## src/hw/pdc_defs.vh

```
`ifndef PDC_DEFS_VH
`define PDC_DEFS_VH

// word bits are numbered with bit 0 as the msb, so field n sits at [15-n]

// activate word 1: channel address field, bits 13 to 15
`define PDC_ACT_CHAN_HI     2
`define PDC_ACT_CHAN_LO     0
// factory channel for the printer controller
`define PDC_DEF_CHAN        3'h5

// list word 3: chain flag, bit 2
`define PDC_LW3_CHAIN       13

// data word: first character bits 1..7, second character bits 9..15
`define PDC_CH1_HI          14
`define PDC_CH1_LO          8
`define PDC_CH2_HI          6
`define PDC_CH2_LO          0

// status word fields: busy bit 12, not ready bit 14, complete bit 15
`define PDC_ST_BUSY         3
`define PDC_ST_NRDY         1
`define PDC_ST_DONE         0

// reserved status pairs: channel 0 at 98/99, two words per channel
`define PDC_STAT_BASE       16'h0098

// list length and list word indices
`define PDC_LIST_LAST       2'h3
`define PDC_LW_DATA         2'h0
`define PDC_LW_COUNT        2'h1
`define PDC_LW_CTRL         2'h2
`define PDC_LW_NEXT         2'h3

`endif

```

## src/hw/pdc_printer_dma.v

```verilog
// How it works
// RQ1: by default only activate commands addressed to channel 5 are answered
// RQ2: activate word 1 bits 13-15 are compared with the channel; match accepts
// RQ3: on acceptance four list words are read from the list address, then stop
// RQ4: list word 1 is the data address, incremented once per data word
// RQ5: list word 2 is a binary count, bit 15 lsb; zero is never supplied
// RQ6: list word 3 bit 2 set chains to a new list at list word 4
// RQ7: without chaining list word 4 is still read but then discarded
// RQ8: activate during a running list stores status with busy bit 12
// RQ9: printer not ready sets status bit 14
// RQ10: bit 15 marks completion or abort, only after the last chained list
// RQ11: status bits 0-11 and 13 are always stored as zero
// RQ12: one word holds two characters, each sent only on printer demand
// RQ13: first character bits 1-7, second bits 9-15; bits 0 and 8 unsent
// RQ14: odd count sends only the first character of the last word
// RQ15: characters go to the printer untranslated
// RQ16: status goes to the channel's reserved pair, 98 plus twice the channel
// RQ17: the status word is written at the even address of the pair
// RQ18: interrupts allowed: raise a request, store only after acknowledge
// RQ19: with interrupts not allowed, store status at once
// RQ20: a status store wins the memory port over list and data reads
// RQ21: the host acknowledges only after arming and store-status-block
`timescale 1ns/10ps
`include "pdc_defs.vh"

module pdc_printer_dma
#(
   parameter [2:0] CHAN_ADDR = `PDC_DEF_CHAN
)
(
   // clock and reset
   input  wire        clk_i,
   input  wire        nrst_i,
   // activate command, both words offered with a one-cycle strobe
   input  wire        act_stb_i,
   input  wire [15:0] act_word1_i,
   input  wire [15:0] act_word2_i,
   // interrupt handshake
   input  wire        interrupt_allow_n_i,
   input  wire        iack_i,
   output wire        irq_o,
   // memory access port
   output wire        mem_req_o,
   output wire        mem_we_o,
   output wire [15:0] mem_addr_o,
   output wire [15:0] mem_wdata_o,
   input  wire        mem_gnt_i,
   input  wire [15:0] mem_rdata_i,
   // line printer
   input  wire        prn_ready_i,
   input  wire        prn_demand_i,
   output wire [6:0]  prn_data_o,
   output wire        prn_strobe_o,
   // controller state
   output wire        busy_o
);

   // the status store runs beside the sequencer, not as one of its states
   // main sequencer states
   localparam [1:0] ST_IDLE = 2'h0;
   localparam [1:0] ST_LIST = 2'h1;
   localparam [1:0] ST_READ = 2'h2;
   localparam [1:0] ST_SEND = 2'h3;

   reg  [1:0]  state_ff;
   reg  [1:0]  nxt_state;
   reg  [15:0] list_addr_ff;
   reg  [15:0] nxt_list_addr;
   reg  [1:0]  list_idx_ff;
   reg  [1:0]  nxt_list_idx;
   reg  [15:0] data_addr_ff;
   reg  [15:0] nxt_data_addr;
   reg  [15:0] count_ff;
   reg  [15:0] nxt_count;
   reg         chain_ff;
   reg         nxt_chain;
   reg  [15:0] next_list_ff;
   reg  [15:0] nxt_next_list;
   reg  [15:0] word_ff;
   reg  [15:0] nxt_word;
   reg         half_ff;
   reg         nxt_half;
   reg  [6:0]  char_ff;
   reg  [6:0]  nxt_char;
   reg         strobe_ff;
   reg         nxt_strobe;
   reg         demand_q_ff;

   // status store side
   reg         stat_pend_ff;
   reg         irq_ff;
   reg  [15:0] stat_word_ff;

   // status event raised by the sequencer this cycle
   // both are combinational and stand for a single cycle only
   reg         done_evt;
   reg         nrdy_evt;

   wire        chan_hit;
   wire        busy;
   wire        accept;
   wire        busy_evt;
   wire        stat_evt;
   wire [15:0] evt_word;
   wire        stat_go;
   wire        rd_req;
   wire        rd_gnt;
   wire        stat_gnt;
   wire        demand_rise;
   wire [15:0] stat_addr;
   wire [15:0] rd_addr;

   // channel decode of activate word 1; the channel is a parameter, not a
   // switch port, so another channel means another build
   assign chan_hit = act_stb_i &&                              // see RQ1
      (act_word1_i[`PDC_ACT_CHAN_HI:`PDC_ACT_CHAN_LO] ==
       CHAN_ADDR);                                             // see RQ2
   assign busy     = (state_ff != ST_IDLE);
   assign accept   = chan_hit && !busy;
   // a second activate while a list runs is reported, not obeyed
   assign busy_evt = chan_hit && busy;                         // see RQ8

   // printer demand is taken on its rising edge so one request gets one char
   // an edge that arrives while a word is fetched is not remembered
   assign demand_rise = prn_demand_i && !demand_q_ff;          // see RQ12

   // the store is held off while the interrupt waits for acknowledge; with
   // interrupts not allowed irq never rises, so the store starts at once
   assign stat_go  = stat_pend_ff && !irq_ff;          // see RQ18 RQ19
   // reads are asked for only while list or data words are fetched
   assign rd_req   = (state_ff == ST_LIST) || (state_ff == ST_READ);
   // status store owns the port whenever it is pending and irq is low
   assign stat_gnt = mem_gnt_i && stat_go;                      // see RQ20
   assign rd_gnt   = mem_gnt_i && !stat_go && rd_req;           // see RQ20

   // reserved pair for this channel; word 1 at the even address, the odd
   // word of the pair is never written since only one word is stored
   assign stat_addr = `PDC_STAT_BASE +
                      {12'h000, CHAN_ADDR, 1'b0};      // see RQ16 RQ17
   assign rd_addr   = (state_ff == ST_LIST) ?
                      (list_addr_ff + {14'h0000, list_idx_ff}) :
                      data_addr_ff;

   // memory port mux; the request may change until it is granted
   // write data is registered, request and address decode from state
   assign mem_req_o   = stat_go || rd_req;
   assign mem_we_o    = stat_go;
   assign mem_addr_o  = stat_go ? stat_addr : rd_addr;
   assign mem_wdata_o = stat_word_ff;

   // status event word: unassigned bits stay zero
   assign stat_evt = busy_evt || done_evt;
   assign evt_word = {12'h000, busy_evt, 1'b0,
                      nrdy_evt || !prn_ready_i, done_evt}; // see RQ9 RQ10 RQ11

   assign irq_o        = irq_ff;
   assign prn_data_o   = char_ff;
   assign prn_strobe_o = strobe_ff;
   assign busy_o       = busy;

   // main sequencer: list fetch, data read, character send
   always @*
   begin
      nxt_state     = state_ff;
      nxt_list_addr = list_addr_ff;
      nxt_list_idx  = list_idx_ff;
      nxt_data_addr = data_addr_ff;
      nxt_count     = count_ff;
      nxt_chain     = chain_ff;
      nxt_next_list = next_list_ff;
      nxt_word      = word_ff;
      nxt_half      = half_ff;
      nxt_char      = char_ff;
      nxt_strobe    = 1'b0;
      done_evt      = 1'b0;
      nrdy_evt      = 1'b0;
      case (state_ff)
         ST_IDLE:
         begin
            if (accept)
            begin
               if (!prn_ready_i)
               begin
                  // printer not ready: abort at once with status
                  done_evt = 1'b1;                              // see RQ10
                  nrdy_evt = 1'b1;                              // see RQ9
               end
               else
               begin
                  nxt_list_addr = act_word2_i;                  // see RQ3
                  nxt_list_idx  = `PDC_LW_DATA;
                  nxt_state     = ST_LIST;
               end
            end
         end
         ST_LIST:
         begin
            // list words come back in order; the index wraps after the last
            if (rd_gnt)
            begin
               case (list_idx_ff)
                  `PDC_LW_DATA:  nxt_data_addr = mem_rdata_i;   // see RQ4
                  `PDC_LW_COUNT: nxt_count     = mem_rdata_i;   // see RQ5
                  `PDC_LW_CTRL:                                 // see RQ6
                     nxt_chain = mem_rdata_i[`PDC_LW3_CHAIN];
                  default:       nxt_next_list = mem_rdata_i;   // see RQ7
               endcase
               nxt_list_idx = list_idx_ff + 2'h1;
               // exactly four words, then data transfer starts
               if (list_idx_ff == `PDC_LIST_LAST)
               begin
                  nxt_state = ST_READ;                          // see RQ3
               end
            end
         end
         ST_READ:
         begin
            // demand edges seen here are lost, so the printer must drop its
            // demand and raise it again once the word has been read
            if (rd_gnt)
            begin
               nxt_word      = mem_rdata_i;
               nxt_data_addr = data_addr_ff + 16'h0001;         // see RQ4
               nxt_half      = 1'b0;
               nxt_state     = ST_SEND;
            end
         end
         ST_SEND:
         begin
            if (!prn_ready_i)
            begin
               // printer dropped out mid list: abort the whole chain
               done_evt  = 1'b1;                                // see RQ10
               nrdy_evt  = 1'b1;                                // see RQ9
               nxt_state = ST_IDLE;
            end
            else if (demand_rise)
            begin
               // codes go out raw, no translation table
               nxt_char   = half_ff ?                           // see RQ15
                            word_ff[`PDC_CH2_HI:`PDC_CH2_LO] :  // see RQ13
                            word_ff[`PDC_CH1_HI:`PDC_CH1_LO];
               nxt_strobe = 1'b1;                               // see RQ12
               nxt_count  = count_ff - 16'h0001;
               nxt_half   = 1'b1;
               if (count_ff == 16'h0001)
               begin
                  // last char; an odd count never reaches bits 9-15
                  if (chain_ff)
                  begin
                     nxt_list_addr = next_list_ff;              // see RQ6
                     nxt_list_idx  = `PDC_LW_DATA;
                     nxt_state     = ST_LIST;
                  end
                  else
                  begin
                     done_evt  = 1'b1;                          // see RQ10 RQ14
                     nxt_state = ST_IDLE;
                  end
               end
               else if (half_ff)
               begin
                  nxt_state = ST_READ;
               end
            end
         end
         default:
         begin
            nxt_state = ST_IDLE;
         end
      endcase
   end

   // sequencer registers
   // every register has a reset value so the port is quiet after reset
   always @(posedge clk_i or negedge nrst_i)
   begin
      if (!nrst_i)
      begin
         state_ff     <= ST_IDLE;
         list_addr_ff <= 16'h0000;
         list_idx_ff  <= 2'h0;
         data_addr_ff <= 16'h0000;
         count_ff     <= 16'h0000;
         chain_ff     <= 1'b0;
         next_list_ff <= 16'h0000;
         word_ff      <= 16'h0000;
         half_ff      <= 1'b0;
         char_ff      <= 7'h00;
         strobe_ff    <= 1'b0;
         demand_q_ff  <= 1'b0;
      end
      else
      begin
         state_ff     <= nxt_state;
         list_addr_ff <= nxt_list_addr;
         list_idx_ff  <= nxt_list_idx;
         data_addr_ff <= nxt_data_addr;
         count_ff     <= nxt_count;
         chain_ff     <= nxt_chain;
         next_list_ff <= nxt_next_list;
         word_ff      <= nxt_word;
         half_ff      <= nxt_half;
         char_ff      <= nxt_char;
         strobe_ff    <= nxt_strobe;
         demand_q_ff  <= prn_demand_i;
      end
   end

   // status store and interrupt handshake; a new event merges its bits into
   // a word still waiting, and a set always beats the clear by the grant
   always @(posedge clk_i or negedge nrst_i)
   begin
      if (!nrst_i)
      begin
         stat_pend_ff <= 1'b0;
         irq_ff       <= 1'b0;
         stat_word_ff <= 16'h0000;
      end
      else
      begin
         if (stat_evt)
         begin
            stat_pend_ff <= 1'b1;
            stat_word_ff <= (stat_pend_ff && !stat_gnt) ?
                            (stat_word_ff | evt_word) : evt_word;
         end
         else if (stat_gnt)
         begin
            stat_pend_ff <= 1'b0;
         end
         // interrupt raised on the event, dropped by acknowledge
         // a word already waiting on irq is not raised a second time
         if (stat_evt && !interrupt_allow_n_i && !(stat_pend_ff && irq_ff))
         begin
            irq_ff <= 1'b1;                                     // see RQ18
         end
         else if (iack_i)
         begin
            irq_ff <= 1'b0;                                     // see RQ18 RQ21
         end
      end
   end

endmodule // pdc_printer_dma

```

## config.mk

```make
export PLATFORM = sky130hd
export DESIGN_NAME = pdc_printer_dma
export DESIGN_NICKNAME = d
export VERILOG_FILES = /design/src/hw/pdc_printer_dma.v
export VERILOG_INCLUDE_DIRS = /design/src /design/src/hw
export SDC_FILE = /design/constraint.sdc
export NUM_CORES = 1
export LEC_CHECK = 0
export ABC_AREA = 0
export BUFFER_PORTS_ARGS = -buffer_cell sky130_fd_sc_hd__buf_4
export CORE_AREA = 2 2 129 131
export CTS_CLUSTER_DIAMETER = 100
export DETAILED_ROUTE_END_ITERATION = 8
export DIE_AREA = 0 0 131 133
export PLACE_DENSITY_LB_ADDON = 0.08
export SKIP_CTS_REPAIR_TIMING = 1
export SYNTH_ARGS = -nofsm -noshare
export SYNTH_HDL_FRONTEND = slang
export SYNTH_SLANG_ARGS = --single-unit
```

## constraint.sdc

```tcl
create_clock -name clk_i -period 3.75 [get_ports clk_i]
set_input_delay 0.1875 -clock clk_i [delete_from_list [all_inputs] [get_ports clk_i]]
set_output_delay 0.1875 -clock clk_i [all_outputs]
set_load 0.005 [all_outputs]
```

## Yosys cells after proc, flatten, opt, wreduce, memory -nomap -nowiden

Cells that the tools add are included.

- Bits in registers: 112
- Input port bits: 56
- Word-level logic and storage cells: 145
- Output and inout bits: 44

- Reductions and logical operators: 45
- Add/subtract/negate cells: 4
- Bitwise gates (word level): 2
- Equal/unequal tests: 21
- Multiplexer cells: 58

Operators by type and width:

| kind | count |
|---|---|
| 16-bit two-way mux | 16 |
| 16-bit one-hot mux with 2 select lines | 3 |
| 2-bit two-way mux | 16 |
| 1-bit two-way mux | 17 |
| 16-bit by 1-bit adder with 16-bit output, second input constant | 1 |
| 16-bit by 2-bit adder with 16-bit output | 1 |
| 16-bit by 1-bit == test with 1-bit output, second input constant | 1 |
| 2-bit != test, second input constant | 8 |
| 16-bit by 4-bit OR with 16-bit output | 1 |
| 16-bit by 1-bit subtractor with 16-bit output, second input constant | 1 |
| 7-bit AND reduction | 2 |
| 2-bit nonzero test | 7 |
| 1-bit logical AND | 12 |
| 3-bit AND reduction | 3 |
| 2-bit == test, second input constant | 4 |
| 1-bit zero test | 8 |
| 2-bit one-hot mux with 4 select lines | 1 |
| 4-bit AND reduction | 2 |
| 8-bit AND reduction | 1 |
| 7-bit two-way mux | 1 |
| 2-bit by 1-bit != test with 1-bit output, second input constant | 3 |
| 1-bit one-hot mux with 2 select lines | 3 |
| 2-bit one-hot mux with 3 select lines | 1 |
| 5-bit AND reduction | 1 |
| 11 further kinds | 16 |

## Depth between registers and ports, before layout

Gate-level depths: netlist of the first run.

- Depth in word-level cells: 9
- Depth in mapped cells: 9
- Mapped depth without buffers: 8

## Least setup slack after synthesis of the first run

OpenSTA, ideal clock, no wires.

- Path type: flip-flop to flip-flop
- Start: register state_ff[0]
- End: register next_list_ff[0]
- Stages on the path, launching flop included: 9
- Arrival: 2,133 ps
- Library setup time: 125 ps
- Setup slack: 1,492 ps
- Clock period less this slack: 2,258 ps
- Buffers on the path: 2
- Data required time: 3,625 ps
- Cell sequence: dfrtp_1 -> inv_1 -> ha_1 -> clkbuf_1 -> nand2_1 -> nor2_2 -> nand3_1 -> buf_2 -> mux2_2

- Longest elaborated chain between the ends: 4
- Elaborated cells between the ends (all ways): 5
- Those cells by class: eq/ne (2); reduce/logical (3)

Ends and longest elaborated chain:

| element | RTL line | RTL |
|---|---|---|
| from (decl) | pdc_printer_dma.v:65 | `reg [1:0] state_ff;` |
| from (signal assigned) | pdc_printer_dma.v:295 | `state_ff <= nxt_state;` |
| 2-bit by 1-bit == test with 1-bit output / 2-bit == test (equally long branches) | pdc_printer_dma.v:131, pdc_printer_dma.v:177 |  |
| 1-bit logical OR | pdc_printer_dma.v:131 | `assign rd_req = (state_ff == ST_LIST) \|\| (state_ff == ST_READ);` |
| 1-bit logical AND | pdc_printer_dma.v:134 | `assign rd_gnt = mem_gnt_i && !stat_go && rd_req;` |
| 3-bit AND reduction (no source line) * | - |  |
| to (signal assigned) | pdc_printer_dma.v:301 | `next_list_ff <= nxt_next_list;` |
| to (decl) | pdc_printer_dma.v:77 | `reg [15:0] next_list_ff;` |

Every way passes the cells marked *; elsewhere a longest branch is shown, timed or not.
A chain may end at the register's enable or synchronous reset.

## Final worst setup path of the first run

- Start: register list_idx_ff[0]
- End: output mem_addr_o[12]

- Longest elaborated chain between the ends: 3

Ends and longest elaborated chain:

| element | RTL line | RTL |
|---|---|---|
| from (decl) | pdc_printer_dma.v:69 | `reg [1:0] list_idx_ff;` |
| from (signal assigned) | pdc_printer_dma.v:297 | `list_idx_ff <= nxt_list_idx;` |
| 16-bit by 2-bit adder with 16-bit output | pdc_printer_dma.v:141 | `(list_addr_ff + {14'h0000, list_idx_ff}) :` |
| 16-bit two-way mux | pdc_printer_dma.v:140 | `assign rd_addr = (state_ff == ST_LIST) ?` |
| 16-bit two-way mux | pdc_printer_dma.v:148 | `assign mem_addr_o = stat_go ? stat_addr : rd_addr;` |
| to (decl) | pdc_printer_dma.v:45 | `output wire [15:0] mem_addr_o,` |

Every way passes these cells.

==> PnR_summary.wiki, run 1 <==
{| class="wikitable"
! Metric !! Value
|-
| Share of the clock period used by the worst path || about 76%
|-
| Final layout net count || 724
|-
| Detailed-route wire length per cell || 19.1 um
|-
| Detailed placement HPWL || 11900 um
|-
| First-pass detailed-route iteration total || 5
|-
| Buffers from clock root to sink, at most || 2
|-
| Synth Warn # || 0
|-
| Met2 demand-to-capacity share in global routing || 31.1%
|-
| Total Neg Setup Slack || 0 ns
|-
| Hold WC Path Type || primary input to async pin
|-
| Reported max-cap violation count || 0
|-
| Row count || 47
|-
| Achievable clock frequency || 350 MHz
|-
| Root cell of the clock tree || sky130_fd_sc_hd__clkbuf_16
|-
| N_diodes || 0
|-
| Pin count of the biggest net entering global routing || 81
|-
| Inserted Clock Buffers || 9
|-
| Grt met1 use || 28.8%
|-
| Count of buffers from port buffering || 73
|-
| Die footprint || 0.0174 mm2
|-
| Number of antenna-violating nets in the routed design || 0
|-
| Initial cell density of the core || 36.0%
|-
| H-Tree Level Count || 3
|-
| First-pass GRT wire length || 26400 um
|-
| Total detailed-routing wirelength || 16700 um
|-
| Post-synthesis cell count || 590
|-
| Yosys top cell by area || sky130_fd_sc_hd__dfrtp_1
|-
| Slowest Stage Delay on Critical Path || 0.48 ns
|-
| Setup Skew || 0.00842 ns
|-
| Count of vias placed by the detailed router || 4757
|-
| Height of the die || roughly 130 um
|-
| CTS tree || built
|-
| Number of global-route vias before repair || ~4700
|-
| Portion of synthesized cell area occupied by the leading cell type || 42.2%
|-
| Number of enable flip-flop cells after synthesis || 0
|-
| Post-synthesis cell type count || slightly above 70
|-
| Arrival @ worst endpoint || around 2.7 ns
|-
| Dominant synthesized flop cell || sky130_fd_sc_hd__dfrtp_1
|-
| Final period demand of the worst path || about 2.9 ns
|-
| Setup repair after global routing missed its margin || no
|-
| Slew @ Worst Pin || 1.09 ns
|-
| Crit end category || output pin
|-
| Routability congestion estimate from global placement || roughly 0.84
|-
| Top post-synthesis cells by area || sky130_fd_sc_hd__dfrtp_1 42%, sky130_fd_sc_hd__mux2_2 10%, sky130_fd_sc_hd__o21ai_0 4.0%
|-
| Worst-path fanout max || 7
|-
| Violation count after the first detailed-routing iteration || approximately 320
|-
| Sequential cell area fraction in the yosys report || 42.2%
|-
| Total of flip-flops plus latches after synthesis || 98
|-
| Final count of pins violating max slew || 0
|-
| Core Footprint || 0.0162 mm2
|-
| Fraction of final layout cells sized beyond drive strength 1 || 26.0%
|-
| Die boundary width || 131 um
|-
| Leakage power total || 2.96 nW
|-
| Total Routing Usage GR || 20.0%
|-
| GRT Residual Overflow || 0
|-
| Max-Slew Margin vs Limit || 27.3%
|-
| Number of hold violations in the final report || 4
|-
| Io pins || 100
|-
| Critical path class || flip-flop to output pin
|-
| Antenna violations before repair || 1
|-
| Violated checks || negative hold slack
|-
| Cells along the critical path || ha_1 > inv_1 > fa_1 > nand2b_1 > nor3_1 > nand3_1 > xor2_1 > a21oi_1 > buf_4
|-
| Power per standard cell area || 816 mW/mm2
|-
| GR Layer Usage met3 || 2.79%
|-
| Peak supply drop || 324 uV
|-
| Count of endpoints failing setup in the final report || 0
|-
| Worst hold-check slack || -0.00496 ns
|-
| Count of unresolved DRC violations after routing || 0
|-
| Highest-utilization routing layer at the global route stage || met2
|-
| Share of flip-flops with an asynchronous set or reset after synthesis || 100%
|-
| Required time worst endpoint || 3.56 ns
|-
| Layout overhead on the synthesized area || 17.2%
|-
| Slowest library cell on the worst path || sky130_fd_sc_hd__dfrtp_1
|-
| Average vias per placed instance || 5.42
|-
| Synth cell count leaders || 98 x sky130_fd_sc_hd__dfrtp_1, 53 x sky130_fd_sc_hd__mux2_2, 51 x sky130_fd_sc_hd__nand2_1
|-
| Clock network latency to the later pin of the worst-skew pair || 0.36 ns
|-
| Startpoint types || flip-flop
|-
| Sink Count || between 90 and 100
|-
| Status || complete, but fails checks
|-
| Mean cell area of the mapped netlist || 9.85 um2
|-
| Most common cell in the netlist || sky130_fd_sc_hd__dfrtp_1
|-
| Clock transition at the registers of the reported paths || 0.07 ns
|-
| Netlist Area Pre-Place || 0.00581 mm2
|}
[placed cells by master, fill, tap and decap left out, types with 4 or more instances in the layout]
cell,n
sky130_fd_sc_hd__a22oi_1,4
sky130_fd_sc_hd__inv_1,18
sky130_fd_sc_hd__mux2i_1,18
sky130_fd_sc_hd__and3_1,4
sky130_fd_sc_hd__mux2_2,53
sky130_fd_sc_hd__nor2b_1,4
sky130_fd_sc_hd__dfrtp_1,98
sky130_fd_sc_hd__o21ai_0,46
sky130_fd_sc_hd__a2bb2oi_1,5
sky130_fd_sc_hd__or3_1,5
sky130_fd_sc_hd__o22ai_1,12
sky130_fd_sc_hd__buf_4,80
sky130_fd_sc_hd__nand2_1,51
sky130_fd_sc_hd__nor2_1,35
sky130_fd_sc_hd__xnor2_1,8
sky130_fd_sc_hd__ha_1,14
sky130_fd_sc_hd__mux2_4,9
sky130_fd_sc_hd__xor2_1,5
sky130_fd_sc_hd__nand2b_1,5
sky130_fd_sc_hd__nor3_1,18
sky130_fd_sc_hd__a21oi_1,29
sky130_fd_sc_hd__clkbuf_16,9
sky130_fd_sc_hd__nand4_1,11
sky130_fd_sc_hd__o211ai_1,4
sky130_fd_sc_hd__conb_1,13
sky130_fd_sc_hd__nand3_1,21
[final cells by class]
type	instances	area [um2]
Timing Repair Buffer	81	611
Clock inverter	7	61.3
Multi-Input combinational cell	442	3120
Sequential cell	98	2450
Clock buffer	9	225
Inverter	20	75.1
Tap cell	220	275
Fill cell	1626	9360
[power breakdown]
group	leakage [nW]	switching [mW]	internal [mW]
Clock	0.135	0.459	0.462
Combinational	1.60	1.37	1.31
Sequential	1.23	0.485	1.48
Total	2.96	2.32	3.25
[logic make-up (layout without fill, tap and decap cells)]
| family | Yosys count | after routing | share of synthesized area [%] |
|---|---|---|---|
| muxes | 80 | 80 | 15.7 |
| DFF | 98 | 98 | 42.2 |
| and+or+nand+nor | 177 | 177 | 15.5 |
| AOI/OAI and AO/OA | 143 | 143 | 15.9 |
| adders and majority gates | 16 | 16 | 3.57 |
| xor gates and xnor gates | 13 | 13 | 1.96 |
| buffers and inverters | 62 | 117 | 5.12 |
| other | 1 | 13 | 0.0645 |
[per-stage QoR]
stage | total power [mW] | utilization [%] | std cells | setup WS (ns) | instance area [um2]
detailed placement | 4.68 | 40.3 | 860 | 1.09 | 6520
global route | 6.03 | 42.2 | 877 | 0.732 | 6820
global placement | 4.61 | 40.3 | 860 | 1.15 | 6520
floorplan | 3.68 | - | 602 | 1.49 | 5860
finish | 5.56 | 42.2 | 877 | 0.894 | 6820
CTS | 5.62 | 42.1 | 876 | 0.891 | 6810
[final timing paths]
kind / from / end / slack [ns] / cells past startpoint
hold / removal: nrst_i / list_addr_ff[3]$_DFFE_PN0P_ / -0.005 / 1
setup reg to reg: state_ff[0]$_DFFE_PN0P_ / count_ff[7]$_DFFE_PN0P_ / 1.10 / 7
hold reg to reg: prn_data_o[0]$_DFFE_PN0P_ / prn_data_o[0]$_DFFE_PN0P_ / 0.50 / 2
max in group asynchronous: nrst_i / next_list_ff[9]$_DFFE_PN0P_ / 2.80 / 2
setup / recovery: list_idx_ff[0]$_DFFE_PN0P_ / mem_addr_o[12] / 0.89 / 9
min in group clk_i: iack_i / irq_o$_DFFE_PN0P_ / 0 / 2
[state kept, by name, indices dropped and copies added, names as in the netlist]
signal,count
list_idx_ff,2
list_addr_ff,16
count_ff,16
prn_data_o,7
mem_wdata_o,3
irq_o,1
word_ff,14
next_list_ff,16
data_addr_ff,16
prn_strobe_o,1
demand_q_ff,1
state_ff,2
chain_ff,1
stat_pend_ff,1
half_ff,1
[per-layer routing]
metal | up-vias | routed length [um]
li1 | 2260 | -
met1 | 2372 | 8070
met2 | 109 | 7740
met3 | 16 | 651
met4 | 0 | 276
met5 | - | 0
[worst max-delay path, delay by kind of cell (launching register included)]
family / cells / cell delay [ns]
adder cells (fa/ha/maj): 2 / 0.65
buffers and inverters: 2 / 0.20
flip-flops: 1 / 0.48
AO/OA/AOI/OAI: 1 / 0.19
AND/OR/NAND/NOR: 3 / 0.62
XOR/XNOR: 1 / 0.16
Power figures use the tool's default switching activity.
==> run 2: changes to the inputs <==
Clock period 3.75 ns to 2.9 ns, I/O delays scaled along.
==> run 2 against run 1 <==
Effect of this change: power is 30% higher; critical path depth stayed put; largest cell class unchanged; sequential power is 29% higher; highest routed layer unchanged; count of clock-buffer cells in the layout is 1 higher; the flow now finishes without violations; critical endpoint unchanged; via count is 1.1% higher; non-clock buffer count is 8 higher; global-route usage is 0.20 points lower; design area is 1.2% higher; first-iteration DRC count is 3.5% lower.
==> PnR_summary.wiki, run 2 (synthesis results as in run 1) <==
{| class="wikitable"
! Metric !! Value
|-
| Share of the clock period used by the worst path || 94.3%
|-
| Detailed-route wire length per cell || 18.9 um (-1.0%)
|-
| Most common library cell in the layout ignoring fill and taps || sky130_fd_sc_hd__dfrtp_1
|-
| Setup Skew || 0.00883 ns (+0.000409 ns)
|-
| Reported max-cap violation count || 0 (unchanged)
|-
| Max-Slew Margin vs Limit || 46.3% (+19 points)
|-
| Multi-input gate area in the final layout || 0.00312 mm2 (unchanged)
|-
| N_diodes || 0 (unchanged)
|-
| Detailed placement HPWL || 11900 um (+0.12%)
|-
| Met3 Routed Length || 951 um (+46%)
|-
| GRT Residual Overflow || 0 (unchanged)
|-
| Required time worst endpoint || 2.76 ns (-0.80 ns)
|-
| Status || finished, final reports clean
|-
| Total Neg Setup Slack || 0 ns (unchanged)
|-
| First-pass GRT wire length || 26200 um (-0.81%)
|-
| Initial cell density of the core || 36.0% (unchanged)
|-
| CTS tree || built
|-
| Clock network latency to the later pin of the worst-skew pair || 0.35 ns (about the same)
|-
| Routability congestion estimate from global placement || 0.797 (-5.0%)
|-
| Total detailed-routing wirelength || 16700 um (-0.13%)
|-
| Crit end category || output pin
|-
| Seq. cell area || 0.00245 mm2 (about the same)
|-
| Top layer in use || met4
|-
| Startpoint types || flip-flop
|-
| Post-route setup slack || 0.164 ns (-0.730 ns)
|-
| Met2 Wirelength || 7810 um (+0.98%)
|-
| Count of buffers from port buffering || 73 (unchanged)
|-
| Routed metal-1 wire length || 7750 um (-4.1%)
|-
| RR Startpoint || state_ff[0]$_DFFE_PN0P_
|-
| Hold WC Path Type || primary input to flip-flop
|-
| Pin count of the biggest net entering global routing || 99 (+22%)
|-
| Root cell of the clock tree || sky130_fd_sc_hd__clkbuf_16
|-
| Cells along the critical path || ha_1 > inv_1 > fa_1 > nand2b_1 > nor3_1 > nand3_1 > xor2_1 > a21oi_1 > buf_4
|-
| Height of the die || 133 um (unchanged)
|-
| H-Tree Level Count || 3 (unchanged)
|-
| First-pass detailed-route iteration total || 5 (unchanged)
|-
| Commonest cells after routing, fill and taps aside || 97 x sky130_fd_sc_hd__dfrtp_1, 85 x sky130_fd_sc_hd__buf_4, 53 x sky130_fd_sc_hd__mux2_2
|-
| End of the worst register-to-register path || count_ff[7]$_DFFE_PN0P_
|-
| Worst Hold End || irq_o$_DFFE_PN0P_
|-
| Peak supply drop || 531 uV (+64%)
|-
| Worst hold path stage count || 3
|-
| Setup repair after global routing missed its margin || no
|-
| Antenna violations before repair || 0 (-1)
|-
| Core Footprint || 0.0162 mm2 (unchanged)
|-
| Count of unresolved DRC violations after routing || 0 (unchanged)
|-
| Achievable clock frequency || 365 MHz
|-
| Power per standard cell area || 1050 mW/mm2 (+29%)
|-
| Arrival @ worst endpoint || 2.59 ns (-0.08 ns)
|-
| Slowest library cell on the worst path || sky130_fd_sc_hd__dfrtp_2
|-
| Sink Count || 98 (unchanged)
|-
| Final count of pins violating max slew || 0 (unchanged)
|-
| Number of global-route vias before repair || 4756 (+1.5%)
|-
| Number of antenna-violating nets in the routed design || 0 (unchanged)
|-
| Layout overhead on the synthesized area || 18.7%
|-
| Total Routing Usage GR || 19.8% (-0.20 points)
|-
| Leakage power total || 3.00 nW (+1.5%)
|-
| Final layout net count || 732 (+1.1%)
|-
| Fraction of final layout cells sized beyond drive strength 1 || 26.8% (+0.74 points)
|-
| Die boundary width || 131 um (unchanged)
|-
| Average vias per placed instance || 5.43 (+0.18%)
|-
| Count of endpoints failing setup in the final report || 0 (unchanged)
|-
| Critical path class || flip-flop to output pin
|-
| Worst Reg-to-Reg Cells || 7 (unchanged)
|-
| Final period demand of the worst path || ~2.7 ns
|-
| Slowest Stage Delay on Critical Path || 0.43 ns (-0.05 ns)
|-
| Slew @ Worst Pin || 0.802 ns (-0.289 ns)
|-
| Die footprint || 0.0174 mm2 (unchanged)
|-
| Buffers from clock root to sink, at most || 2 (unchanged)
|-
| Number of fillers in the final layout || 1597 (-1.8%)
|-
| Row count || 47 (unchanged)
|-
| Start point of the worst min-delay path || interrupt_allow_n_i
|-
| Worst-path fanout max || 7 (unchanged)
|-
| Clock transition at the registers of the reported paths || 0.07 ns (about the same)
|-
| Inserted Clock Buffers || 9 (unchanged)
|-
| Worst-case setup slack after placement || 0.458 ns (-0.633 ns)
|-
| Count of vias placed by the detailed router || 4809 (+1.1%)
|-
| Number of hold violations in the final report || 0 (-4)
|-
| FF-to-FF setup slack || 0.46 ns (-0.64 ns)
|-
| Violation count after the first detailed-routing iteration || 304 (-3.5%)
|-
| Io pins || 100 (unchanged)
|}
-- run 2: changes by cell type in the layout (fill, tap and decap cells not counted), sizes merged --
cell	before	now
clkinvlp	2	1
clkinv	3	5
dlygate4sd3	1	3
inv	22	20
buf	80	86
clkbuf	9	10
-- run 2: through the flow --
step | instance area (um2) | hold slack, ns | power (mW) | std cells | util [%]
floorplan | 5860 | -0.151 | 4.76 | 602 | -
global placement | 6580 | 0.259 | 6.01 | 866 | 40.7
detailed placement | 6580 | 0.257 | 6.10 | 866 | 40.7
CTS | 6870 | -0.123 | 7.32 | 882 | 42.5
global route | 6900 | 0.0279 | 7.84 | 885 | 42.7
finish | 6900 | 0.0395 | 7.24 | 885 | 42.7
-- run 2: metal layers --
| layer | track usage (%) | up-vias |
|---|---|---|
| met5 | 0 | - |
| met1 | 27.6 | 2362 |
| met2 | 31.6 | 156 |
| met4 | 4.31 | 0 |
| li1 | - | 2277 |
| met3 | 4.53 | 14 |
-- run 2: worst max-delay path, delay by kind of cell, from the launching register on --
kind	cells	cell delay [ns]
simple gates	3	0.65
fa+ha+maj	2	0.62
flops	1	0.43
buf+inv	2	0.19
compound gates	1	0.19
xor+xnor	1	0.17
-- run 2: layout make-up --
type	count	area share, %
inverter	20	1.09
clock buffer	10	3.46
multi-input combinational	442	45.2
clock inverter	6	0.744
timing repair buffer	89	9.97
sequential	98	35.6
tap	220	3.99
-- run 2: worst max-delay path by stage --
| stage | endpoint | from | slack (ns) | cells past startpoint |
|---|---|---|---|---|
| after floorplan | next_list_ff[0]$_DFFE_PN0P_ | state_ff[0]$_DFFE_PN0P_ | 0.64 | 8 |
| after global placement | list_addr_ff[10]$_DFFE_PN0P_ | count_ff[7]$_DFFE_PN0P_ | 0.52 | 5 |
| after detailed placement | count_ff[6]$_DFFE_PN0P_ | state_ff[0]$_DFFE_PN0P_ | 0.46 | 8 |
| after CTS | mem_addr_o[12] | list_idx_ff[0]$_DFFE_PN0P_ | 0.08 | 9 |
| after global routing | mem_addr_o[12] | list_idx_ff[0]$_DFFE_PN0P_ | 0.05 | 9 |
| final | mem_addr_o[12] | list_idx_ff[0]$_DFFE_PN0P_ | 0.16 | 9 |
-- run 2: power breakdown --
part / internal (mW) / total, mW / switching (mW)
Sequential: 1.91 / 2.53 / 0.624
Clock: 0.615 / 1.18 / 0.561
Combinational: 1.75 / 3.53 / 1.78
